[config.mk]
export PLATFORM = sky130hd
export DESIGN_NAME = pemoc_config
export DESIGN_NICKNAME = d
export VERILOG_FILES = /design/src/verilog/pemoc_rate_gen.v /design/src/verilog/pemoc_config.v
export VERILOG_INCLUDE_DIRS = /design/src /design/src/verilog
export SDC_FILE = /design/constraint.sdc
export NUM_CORES = 1
export LEC_CHECK = 0
export ABC_AREA = 1
export BUFFER_PORTS_ARGS = -buffer_cell sky130_fd_sc_hd__buf_2
export CORE_ASPECT_RATIO = 1.5
export CORE_MARGIN = 2
export CORE_UTILIZATION = 57
export CTS_BUF_LIST = sky130_fd_sc_hd__clkbuf_16
export CTS_CLUSTER_SIZE = 8
export DETAILED_ROUTE_END_ITERATION = 6
export HOLD_SLACK_MARGIN = 0.06
export PLACE_DENSITY_LB_ADDON = 0.12
export SYNTH_ARGS = -nofsm -noshare
export SYNTH_HDL_FRONTEND = slang
export SYNTH_SLANG_ARGS = --single-unit
[constraint.sdc]
create_clock -name core_clk -period 4.2 [get_ports core_clk]
set_input_delay 0.84 -clock core_clk [delete_from_list [all_inputs] [get_ports core_clk]]
set_output_delay 0.84 -clock core_clk [all_outputs]
set_load 0.02 [all_outputs]
[src/verilog/pemoc_consts.vh]
/*
  register map, field layout, reset value and monitor-rate timing
  for the protection enable and monitor output configuration block.
  assumes inclusion by bare name from design files under verilog/.
*/
`ifndef PEMOC_CONSTS_VH
`define PEMOC_CONSTS_VH

// ****************************************************************
// register map
// ****************************************************************
`define PEMOC_ADDR_W 4
`define PEMOC_DATA_W 16
`define PEMOC_CFG_ADDR 4'h0
`define PEMOC_STAT_ADDR 4'h1
`define PEMOC_CFG_RESET 16'h1800
// bits software may store; bit 7 is reserved
`define PEMOC_CFG_WMASK 16'hff7f

// ****************************************************************
// field positions
// ****************************************************************
`define PEMOC_IN1_OT 15
`define PEMOC_IN3_OT 14
`define PEMOC_IN5_OT 13
`define PEMOC_IN2_OC 12
`define PEMOC_IN4_OC 11
`define PEMOC_IN6_OC 10
`define PEMOC_FREQ_HI 9
`define PEMOC_FREQ_LO 8
`define PEMOC_SEL_HI 6
`define PEMOC_SEL_LO 0
`define PEMOC_SEL_N 7
// status: bit 0 selection valid, bit 1 selection conflict
`define PEMOC_ST_VALID 0
`define PEMOC_ST_CONFLICT 1

// ****************************************************************
// monitor output rates, in core clocks at 250 MHz (period 4 ns)
// ****************************************************************
`define PEMOC_CLK_HZ 250000000
`define PEMOC_RATE_W 15
// half periods: 250e6 / (2 * f), rounded down
`define PEMOC_HALF0 15'd8992
`define PEMOC_HALF1 15'd4496
`define PEMOC_HALF2 15'd2244
`define PEMOC_HALF3 15'd1122
`define PEMOC_FREQ_0 2'h0
`define PEMOC_FREQ_1 2'h1
`define PEMOC_FREQ_2 2'h2
`define PEMOC_FREQ_3 2'h3

`endif

[src/verilog/pemoc_rate_gen.v]
/*
  monitor output rate generator: a square wave at the selected frequency
  code. assumes core_clk at 250 MHz and an asynchronous active-low reset.
*/
`timescale 1ns/1ps
`default_nettype none
`include "pemoc_consts.vh"

module pemoc_rate_gen (
  input wire core_clk, // core clock
  input wire reset_n, // async reset, active low
  input wire run, // count while high, else hold low
  input wire [1:0] freqCode, // frequency select code
  output reg rateOut // square wave
);

  reg [`PEMOC_RATE_W-1:0] count;
  reg [`PEMOC_RATE_W-1:0] halfLimit;

  // ****************************************************************
  // half period per code
  // ****************************************************************
  always @* begin
    case (freqCode)
      `PEMOC_FREQ_0: halfLimit = `PEMOC_HALF0;
      `PEMOC_FREQ_1: halfLimit = `PEMOC_HALF1;
      `PEMOC_FREQ_2: halfLimit = `PEMOC_HALF2;
      default: halfLimit = `PEMOC_HALF3;
    endcase
  end

  // ****************************************************************
  // toggle counter
  // ****************************************************************
  always @(posedge core_clk or negedge reset_n) begin
    if (!reset_n) begin
      count <= {`PEMOC_RATE_W{1'b0}};
      rateOut <= 1'b0;
    end else if (!run) begin
      count <= {`PEMOC_RATE_W{1'b0}};
      rateOut <= 1'b0;
    end else if (count >= halfLimit - 1'b1) begin
      count <= {`PEMOC_RATE_W{1'b0}};
      rateOut <= ~rateOut;
    end else begin
      count <= count + 1'b1;
    end
  end

endmodule
`default_nettype wire

[src/verilog/pemoc_config.v]
/*
  protection enable and monitor output configuration register with its
  decoded outputs and monitor output gating.
  assumes a simple register port on core_clk: one-cycle strobes, read data
  valid the cycle after the read strobe; measurement bits arrive from
  logic on the same clock.
*/
`timescale 1ns/1ps
`default_nettype none
`include "pemoc_consts.vh"

module pemoc_config (
  input wire core_clk, // core clock, 250 MHz
  input wire reset_n, // async reset, active low
  input wire [`PEMOC_ADDR_W-1:0] regAddr, // register address
  input wire [`PEMOC_DATA_W-1:0] regWrData, // write data
  input wire regWrite, // write strobe
  input wire regRead, // read strobe
  output reg [`PEMOC_DATA_W-1:0] regRdData, // read data, cycle after strobe
  output wire input1OvertempEnable, // overtemp enable, input 1
  output wire input3OvertempEnable, // overtemp enable, input 3
  output wire input5OvertempEnable, // overtemp enable, input 5
  output wire input2OvercurrentEnable, // overcurrent enable, input 2
  output wire input4OvercurrentEnable, // overcurrent enable, input 4
  output wire input6OvercurrentEnable, // overcurrent enable, input 6
  output wire [1:0] monitorOutFrequency, // rate code
  output wire [`PEMOC_SEL_N-1:0] monitorSel, // one-hot source select
  input wire [`PEMOC_SEL_N-1:0] sourceBit, // measurement bit per source
  output reg monitorOut // monitor output data
);

  reg [`PEMOC_DATA_W-1:0] cfg;
  wire [`PEMOC_SEL_N-1:0] sel;
  wire [`PEMOC_SEL_N-1:0] lowerSel;
  wire selConflict;
  wire selValid;
  wire rateOut;
  wire sourceData;

  // ****************************************************************
  // configuration register
  // ****************************************************************
  always @(posedge core_clk or negedge reset_n) begin
    if (!reset_n) begin
      cfg <= `PEMOC_CFG_RESET;
    end else if (regWrite && regAddr == `PEMOC_CFG_ADDR) begin
      cfg <= regWrData & `PEMOC_CFG_WMASK;
    end
  end

  // protection enables straight from the register
  assign input1OvertempEnable = cfg[`PEMOC_IN1_OT];
  assign input3OvertempEnable = cfg[`PEMOC_IN3_OT];
  assign input5OvertempEnable = cfg[`PEMOC_IN5_OT];
  assign input2OvercurrentEnable = cfg[`PEMOC_IN2_OC];
  assign input4OvercurrentEnable = cfg[`PEMOC_IN4_OC];
  assign input6OvercurrentEnable = cfg[`PEMOC_IN6_OC];
  assign monitorOutFrequency = cfg[`PEMOC_FREQ_HI:`PEMOC_FREQ_LO];
  assign sel = cfg[`PEMOC_SEL_HI:`PEMOC_SEL_LO];

  // ****************************************************************
  // select check: any bit set while a lower one is also set
  // ****************************************************************
  genvar i;
  generate
    for (i = 0; i < `PEMOC_SEL_N; i = i + 1) begin : gLower
      if (i == 0) begin : gFirst
        assign lowerSel[i] = 1'b0;
      end else begin : gRest
        assign lowerSel[i] = lowerSel[i-1] | sel[i-1];
      end
    end
  endgenerate

  assign selConflict = |(sel & lowerSel);
  assign selValid = (|sel) & ~selConflict;
  assign monitorSel = selValid ? sel : {`PEMOC_SEL_N{1'b0}};
  assign sourceData = |(monitorSel & sourceBit);

  // ****************************************************************
  // rate generator paces the monitor output
  // ****************************************************************
  pemoc_rate_gen uRate (
    .core_clk(core_clk),
    .reset_n(reset_n),
    .run(selValid),
    .freqCode(monitorOutFrequency),
    .rateOut(rateOut)
  );

  // output data: selected source gated by the rate wave
  always @(posedge core_clk or negedge reset_n) begin
    if (!reset_n) begin
      monitorOut <= 1'b0;
    end else begin
      monitorOut <= selValid & rateOut & sourceData;
    end
  end

  // ****************************************************************
  // read port
  // ****************************************************************
  always @(posedge core_clk or negedge reset_n) begin
    if (!reset_n) begin
      regRdData <= {`PEMOC_DATA_W{1'b0}};
    end else if (regRead && regAddr == `PEMOC_CFG_ADDR) begin
      regRdData <= cfg;
    end else if (regRead && regAddr == `PEMOC_STAT_ADDR) begin
      regRdData <= {{(`PEMOC_DATA_W-2){1'b0}}, selConflict, selValid};
    end else begin
      regRdData <= {`PEMOC_DATA_W{1'b0}};
    end
  end

endmodule
`default_nettype wire

=== After elaboration in Yosys (flattened, before gate mapping) ===
Cells that the tools add are included.

* Flip-flop bits (word level): 48
* Input bits: 31
* Logic and storage cells: 40

* $add $sub $neg: 2
* Magnitude comparators: 1
* Equal/unequal tests: 4
* Muxes and demuxes: 8
* Bitwise logic cells: 12
* Reductions and logical operators: 8

{| class="wikitable"
|+ Operator list
! kind !! number
|-
| $pmux W14 S3 || 1
|-
| $mux W15 || 2
|-
| $reduce_or A7 Y1 || 3
|-
| $mux W16 || 1
|-
| $add A15 B1 Y15 const B || 1
|-
| $ge A15 B15 Y1 || 1
|-
| $sub A14 B1 Y15 const B || 1
|-
| $and A7 B7 Y7 || 2
|-
| $mux W7 || 1
|-
| $or A1 B1 Y1 || 5
|-
| $eq A4 B1 Y1 const B || 1
|-
| $logic_not A4 Y1 || 1
|-
| $and A1 B1 Y1 || 3
|-
| $logic_and A1 B1 Y1 || 3
|-
| $eq A2 B1 Y1 const B || 1
|-
| $eq A2 B2 Y1 const B || 1
|-
| $logic_not A2 Y1 || 1
|-
| $mux W1 || 2
|-
| $mux W2 || 1
|-
| $ne A2 B1 Y1 const B || 1
|-
| $not A1 Y1 || 2
|}

=== Logic depth before layout (Yosys ltp) ===
Gate-level depths: netlist (run 1).

* Depth in word-level cells: 13
* Mapped depth: 14
* Depth with buffers taken out: 13

=== By module ===
Synthesis (run 1) repeated with hierarchy kept, for this count alone.

* Cell total of the unflattened synthesis: 326
* Area total of the unflattened synthesis: 2,732.6 um^2

{| class="wikitable"
|+ By module, submodules not included
! module !! times used !! cells an instance !! area each (um^2)
|-
| pemoc_rate_gen || 1 || 176 || 1,375.1
|-
| pemoc_config || 1 || 150 || 1,357.6
|}

=== Worst setup path before layout (run 1) ===
No wires, ideal clock.

* Path type: register to output
* From: register cfg[0]
* To: output port monitorSel[0]
* Data arrival time: 1.388 ns
* Setup slack: 1.972 ns
* Stages on the path, launching flop included: 8
* Path buffers: 0
* Cell sequence: dfrtp_1 -> nor2_4 -> nand2_2 -> o21ai_1 -> nand2_2 -> nor2_8 -> nand2_4 -> nor2_1

* Cells in the longest elaborated chain, start to end: 10

{| class="wikitable"
|+ RTL lines
! element !! RTL line !! text
|-
| start: declaration || pemoc_config.v:32 || <nowiki>reg [`PEMOC_DATA_W-1:0] cfg;</nowiki>
|-
| start signal: assignment || pemoc_config.v:45 || <nowiki>cfg <= `PEMOC_CFG_RESET;</nowiki>
|-
| start signal: assignment || pemoc_config.v:47 || <nowiki>cfg <= regWrData & `PEMOC_CFG_WMASK;</nowiki>
|-
| $or A1 B1 Y1 (5 in series) || pemoc_config.v:70 || <nowiki>assign lowerSel[i] = lowerSel[i-1] | sel[i-1];</nowiki>
|-
| $and A7 B7 Y7 || pemoc_config.v:75 || <nowiki>assign selConflict = |(sel & lowerSel);</nowiki>
|-
| $reduce_or A7 Y1 || pemoc_config.v:75 ||
|-
| $not A1 Y1 || pemoc_config.v:76 || <nowiki>assign selValid = (|sel) & ~selConflict;</nowiki>
|-
| $and A1 B1 Y1 || pemoc_config.v:76 ||
|-
| $mux W7 (*) || pemoc_config.v:77 || <nowiki>assign monitorSel = selValid ? sel : {`PEMOC_SEL_N{1'b0}};</nowiki>
|-
| end: declaration || pemoc_config.v:27 || <nowiki>output wire [`PEMOC_SEL_N-1:0] monitorSel,</nowiki>
|}

Mark *: on every way between the ends. The rest lies on a longest branch, timed or not.

=== Worst setup path in the final report (run 1) ===
Ends and elaborated chain as after synthesis.

==> run metrics, run 1 <==
Fill cells 352; io pins 63; initial antenna violation count 0; clock skew roughly 5.4 ps; critical path peak fanout 9; Final Power roughly 1.1 mW; LEAKAGE 1.63 nW; # hold bufs at CTS 0; unrepaired setup endpoints after global routing false; syn_area_per_cell between 8 and 9 um^2; root buf cell clkbuf_16; Slew Limit Fails 0; # clock sinks 47; first-pass GRT wire length 8.36 mm; CTS H-tree lvls 2; DP Cell Count around 380; Final WS setup approximately 1600 ps; Startpoint Class flop; Final Hold Fails 0; Reg clk slew, reported paths around 60 ps; final setup violation count 0; share of cells above drive strength 1 roughly 27%; Comb pwr share around 16%; CP required about 3400 ps; clk_lat worst skew ~290 ps; final net count about 390; area share of the largest cell type after synthesis between 40% and 50%; port buffer count 60; final setup TNS 0 ps; PwrDens 385 mW/mm^2; Post-DP HPWL roughly 3.7 mm; vias ~2000; register area share after synthesis about 47%; DRT iter0 DRCs 52; Routed Antenna Nets 0; Post-Place Worst Slack between 1500 and 2000 ps; Worst Hold Class flop to flop; Wirelength per Cell approximately 13 um; Tmin final between 2000 and 3000 ps; Netlist cell types 31; peak supply drop between 0.3 and 0.4 mV; Max Cap Viol 0; sequential share of power roughly 45%; Initial Utilization between 50 and 60%; register area 0.00118 mm^2; Slowest cell on crit path dfrtp_1; grt total ovfl 0; buffer levels on the longest clock path 2; final hold slack between 400 and 500 ps; post-cts sizing count 0; fin crit share roughly 63%; NetSw between 300 and 400 uW; slowest stage delay, CP approximately 450 ps; Slew @ Worst Pin 1030 ps; area of the multi-input gates 0.00113 mm^2; Die Y approximately 85 um; largest net degree at the start of global routing 48; worst path cell trace nor2_4, o21ai_1, inv_1, nand3_4, nor2_8, nand2_4, nor2_1, buf_2; Post-Route WL ~5 mm; Syn Inst Count 278; postcts setup bufs 0; switch share ~28%; synthesized area between 0.002 and 0.0025 mm^2; die width 58.1 um; Antenna diodes 0; Total GRT Usage ~22%; FF+latch count, synth between 40 and 50; CORE AREA about 0.0042 mm^2; status complete, no violations; most common cell in the netlist nor2_1; number of global-route vias before repair between 1500 and 2000; Mapped Nets approximately 330; vias per cell 5.12; Final Non-Filler Cells about 390; count of warnings emitted by yosys 0; Clock power frac approximately two fifths; fin util 70.8%; DRT Pass-1 Iters 4; dpl cell area ~0.0028 mm^2; Peak Freq about 380 MHz; CTS Buf Count 5; Residual DRC 0; largest cells by area after synthesis dfrtp_1 45%, ha_1 9.5%, nor2_1 7.1%; ys flop type dfrtp_1; crit path kind flop to primary output; Final Wtd Congestion around 0.84; post-route cell area between 0.002 and 0.003 mm^2; die area around 0.005 mm^2; most instantiated cells after synthesis 47 x nor2_1, 45 x dfrtp_1, 37 x inv_1; post-synth top area cell dfrtp_1; CTS tree yes; Slew headroom 31.3%; critical path arrival around 1800 ps; P&R area growth vs syn 19.2%; Int Power between 800 and 900 uW; Post-synth EDFFs 0; Row Count 29; crit end category primary output; Async SR Flop Fraction between 90% and 100%
[routing by layer]
layer | routed length, um | vias up | track usage (%)
met5 | 0 | - | 0
met1 | 2000 | 898 | 24.9
met3 | 256 | 10 | 6.10
met2 | 2680 | 44 | 38.8
li1 | - | 1018 | -
met4 | 86 | 0 | 8.46
[layout by cell type, fill, tap and decap left out, types with 2 or more instances in the layout]
master     synthesis  routed
buf_2              0      60
nor2_1            47      47
dfrtp_1           45      45
inv_1             37      37
a21oi_1           29      29
nand2_1           27      27
ha_1              19      19
nand4_1           12      12
nand3_1            8       8
nor2_2             8       8
nor2_4             5       5
o21ai_0            5       5
clkbuf_16          0       5
xor2_1             4       4
o21ai_1            2       2
nand2_2            2       2
o21a_1             2       2
xnor2_1            2       2
nor3_4             2       2
o22ai_1            2       2
conb_1             2       2
dfstp_2            2       2
[registers in the layout (all words and copies together), names as in the netlist]
register	cells
uRate.count	15
monitorOut	1
regRdData	15
cfg	15
uRate.rateOut	1
[path summary, 6_finish.rpt]
path                       slack [ps]                         to                 from  cells past startpoint
max in group asynchronous        2820     regRdData[1]$_DFF_PN0_              reset_n                      1
setup reg to reg                 1760  uRate.rateOut$_DFFE_PN0P_   cfg[9]$_DFFE_PN0P_                     12
setup / recovery                 1560              monitorSel[0]   cfg[0]$_DFFE_PN0P_                      8
min in group asynchronous         730    regRdData[12]$_DFF_PN0_              reset_n                      1
hold / removal                    490        cfg[12]$_DFFE_PN1P_  cfg[12]$_DFFE_PN1P_                      2
hold reg to reg                   490        cfg[12]$_DFFE_PN1P_  cfg[12]$_DFFE_PN1P_                      2
[power by group through the flow]
| stage | Combinational, mW | Clock [mW] | Sequential [mW] |
|---|---|---|---|
| 5_1_grt | 0.214 | 0.462 | 0.521 |
| 3_3_place_gp | 0.181 | 0 | 0.524 |
| 2_1_floorplan | 0.109 | 0 | 0.538 |
| 4_1_cts | 0.191 | 0.449 | 0.517 |
| 3_5_place_dp | 0.188 | 0 | 0.525 |
| 6_report | 0.187 | 0.442 | 0.517 |
[logic make-up after synthesis]
| family | Yosys count | synth area share (%) |
|---|---|---|
| other cells | 2 | 0.300 |
| xor+xnor | 6 | 2.10 |
| compound gates | 40 | 8.31 |
| buf+inv | 46 | 7.66 |
| simple gates | 118 | 25.0 |
| fa+ha+maj | 19 | 9.51 |
| flops | 47 | 47.1 |
[worst max-delay path, delay by kind of cell (launching register included)]
family / cells / cell delay, ps
compound gates: 1 / 110
buf+inv: 2 / 280
simple gates: 5 / 670
flops: 1 / 450
[final cells by class]
class / instances / share of cell area [%]
Sequential cell: 47 / 39.5
Multi-Input combinational cell: 185 / 37.9
Timing Repair Buffer: 61 / 10.3
Inverter: 38 / 4.79
Clock buffer: 5 / 4.20
Tap cell: 46 / 1.93
Clock inverter: 3 / 1.30
No activity file was read; power rests on OpenSTA's default activity.
==> run 2, diff against run 1 <==
Settings changed: CORE_UTILIZATION 57 to 53.
Clock period 4.2 ns to 2.7 ns, I/O delays scaled along.
==> run metrics, run 2 (synthesized netlist as in run 1, its figures left out) <==
Final Wtd Congestion 0.818 (was 0.838); r2r worst-path depth 12 (unchanged); final setup violation count 0 (unchanged); initial antenna violation count 0 (unchanged); critical path peak fanout 12 (was 9); cell family with most CP delay compound AO/OA/AOI/OAI gates (was simple AND/OR/NAND/NOR gates); Slew headroom 58.0% (was 31.3%); critical path depth 12 (was 8); vias per cell 4.91 (was 5.12); Worst Hold Class primary input to async pin (was flop to flop); Final Power 1.68 mW (was 1.15 mW); # hold bufs at CTS 0 (unchanged); flop-to-flop setup slack 260 ps (was 1760 ps); CTS Buf Count 5 (unchanged); Routed Antenna Nets 0 (unchanged); Slew @ Worst Pin 629 ps (was 1030 ps); Die Y 88.1 um (was 85.1 um); Antenna diodes 0 (unchanged); most frequent cells in the layout 60 x buf_2, 47 x nor2_1, 45 x dfrtp_1, 37 x inv_1, 29 x a21oi_1 (unchanged); crit end category flop (was primary output); Buf+Inv Stages, Crit Path 3 (was 2); critical path arrival 2610 ps (was 1800 ps); Fill cells 405 (was 352); crit path kind flop to flop (was flop to primary output); CP required 2870 ps (was 3360 ps); Slew Limit Fails 0 (unchanged); Max Cap Viol 0 (unchanged); post-cts sizing count 0 (unchanged); # clock sinks 47 (unchanged); DP Cell Count 396 (was 377); DRT Pass-1 Iters 4 (unchanged); Tmin final ~2400 ps; DRT iter0 DRCs 52 (unchanged); root buf cell clkbuf_16 (unchanged); number of global-route vias before repair 1892 (was 1929); Final WS setup 265 ps (was 1560 ps); Row Count 30 (was 29); die area 0.00529 mm^2 (was 0.00494 mm^2); first-pass GRT wire length 8.27 mm (was 8.36 mm); P&R area growth vs syn 19.5% (was 19.2%); port buffer count 60 (unchanged); commonest non-fill, non-tap cell in the layout buf_2 (unchanged); die width 60.1 um (was 58.1 um); CTS H-tree lvls 2 (unchanged); slowest stage delay, CP 500 ps (was 450 ps); vias 1985 (was 1970); Regs by FF count cfg (15), regRdData (15), uRate.count (15) (unchanged); Reg clk slew, reported paths 60 ps (about the same); grt total ovfl 0 (unchanged); final setup TNS 0 ps (unchanged); CTS tree yes (unchanged); Peak Freq around 400 MHz; Initial Utilization 55.0% (was 59.4%); unrepaired setup endpoints after global routing false (unchanged); Post-Route WL 4.93 mm (was 5.02 mm); Total GRT Usage 20.8% (was 22.1%); postcts setup bufs 0 (unchanged); Residual DRC 0 (unchanged); Slowest cell on crit path dfrtp_1 (unchanged); peak supply drop 0.419 mV (was 0.305 mV); worst path cell trace inv_1, ha_1, inv_1, ha_1, a21oi_1, o21a_1, o21ai_0, nand2_1, nand2_1, nor2_4, inv_2, o21a_1 (was nor2_4, o21ai_1, inv_1, nand3_4, nor2_8, nand2_4, nor2_1, buf_2); Final Hold Fails 0 (unchanged); fin crit share between 90% and 100%; Final Non-Filler Cells 404 (was 385); Wirelength per Cell 12.2 um (was 13.0 um); clock skew 3.92 ps (was 5.42 ps); final net count 389 (was 388); Post-DP HPWL 3.83 mm (was 3.70 mm); CORE AREA 0.00454 mm^2 (was 0.00421 mm^2); largest net degree at the start of global routing 36 (was 48); PwrDens 562 mW/mm^2 (was 385 mW/mm^2); LEAKAGE 1.62 nW (was 1.63 nW); io pins 63 (unchanged); Post-Place Worst Slack 232 ps (was 1740 ps); Startpoint Class flop (unchanged); buffer levels on the longest clock path 2 (unchanged); status complete, no violations (unchanged); clk_lat worst skew 280 ps (was 290 ps); share of cells above drive strength 1 27.6% (was 27.1%)
[run 2: power by group]
| group | total [mW] | internal, mW | leakage, nW | switching (mW) |
|---|---|---|---|---|
| combinational | 0.290 | 0.0976 | 0.948 | 0.192 |
| clock | 0.583 | 0.338 | 0.0733 | 0.246 |
| sequential | 0.804 | 0.758 | 0.603 | 0.0451 |
| total | 1.68 | 1.19 | 1.62 | 0.483 |
[run 2: worst paths after layout]
path / from / to
hold / removal: reset_n / regRdData[12]$_DFF_PN0_
min in group core_clk: cfg[12]$_DFFE_PN1P_ / cfg[12]$_DFFE_PN1P_
hold reg to reg: cfg[12]$_DFFE_PN1P_ / cfg[12]$_DFFE_PN1P_
setup / recovery: cfg[9]$_DFFE_PN0P_ / uRate.rateOut$_DFFE_PN0P_
max in group asynchronous: reset_n / cfg[12]$_DFFE_PN1P_
setup reg to reg: cfg[9]$_DFFE_PN0P_ / uRate.rateOut$_DFFE_PN0P_
[run 2: worst reg2reg max path, stage by stage (launching register included)]
cell and delay, ps:
dfrtp_1 500, inv_1 180, ha_1 210, inv_1 100, ha_1 250, a21oi_1 140, o21a_1 110, o21ai_0 80
nand2_1 70, nand2_1 120, nor2_4 160, inv_2 190, o21a_1 220
[run 2: per-stage QoR]
| stage | area (um^2) | util (%) | hold WS (ps) |
|---|---|---|---|
| 6_report | 2990 | 65.8 | 130 |
| 5_1_grt | 2990 | 65.8 | 144 |
| 4_1_cts | 2990 | 65.8 | 137 |
| 2_1_floorplan | 2500 | - | 244 |
| 3_5_place_dp | 2850 | 62.7 | 440 |
| 3_3_place_gp | 2850 | 62.7 | 431 |
[run 2: area by class of cell]
class | count | area [um^2] | area share, %
Sequential cell | 47 | 1180 | 39.5
Multi-Input combinational cell | 185 | 1130 | 37.8
Timing Repair Buffer | 62 | 315 | 10.6
Inverter | 38 | 143 | 4.78
Clock buffer | 5 | 125 | 4.19
Tap cell | 64 | 80.1 | 2.68
Clock inverter | 3 | 15.0 | 0.503
[run 2: per-layer routing]
metal  GRT usage [%]  wire length (um)  up-vias
met4            5.86                60        0
met5               0                 0        -
li1                -                 -     1016
met1            25.1              2040      921
met3            5.02               232        5
met2            36.2              2590       43
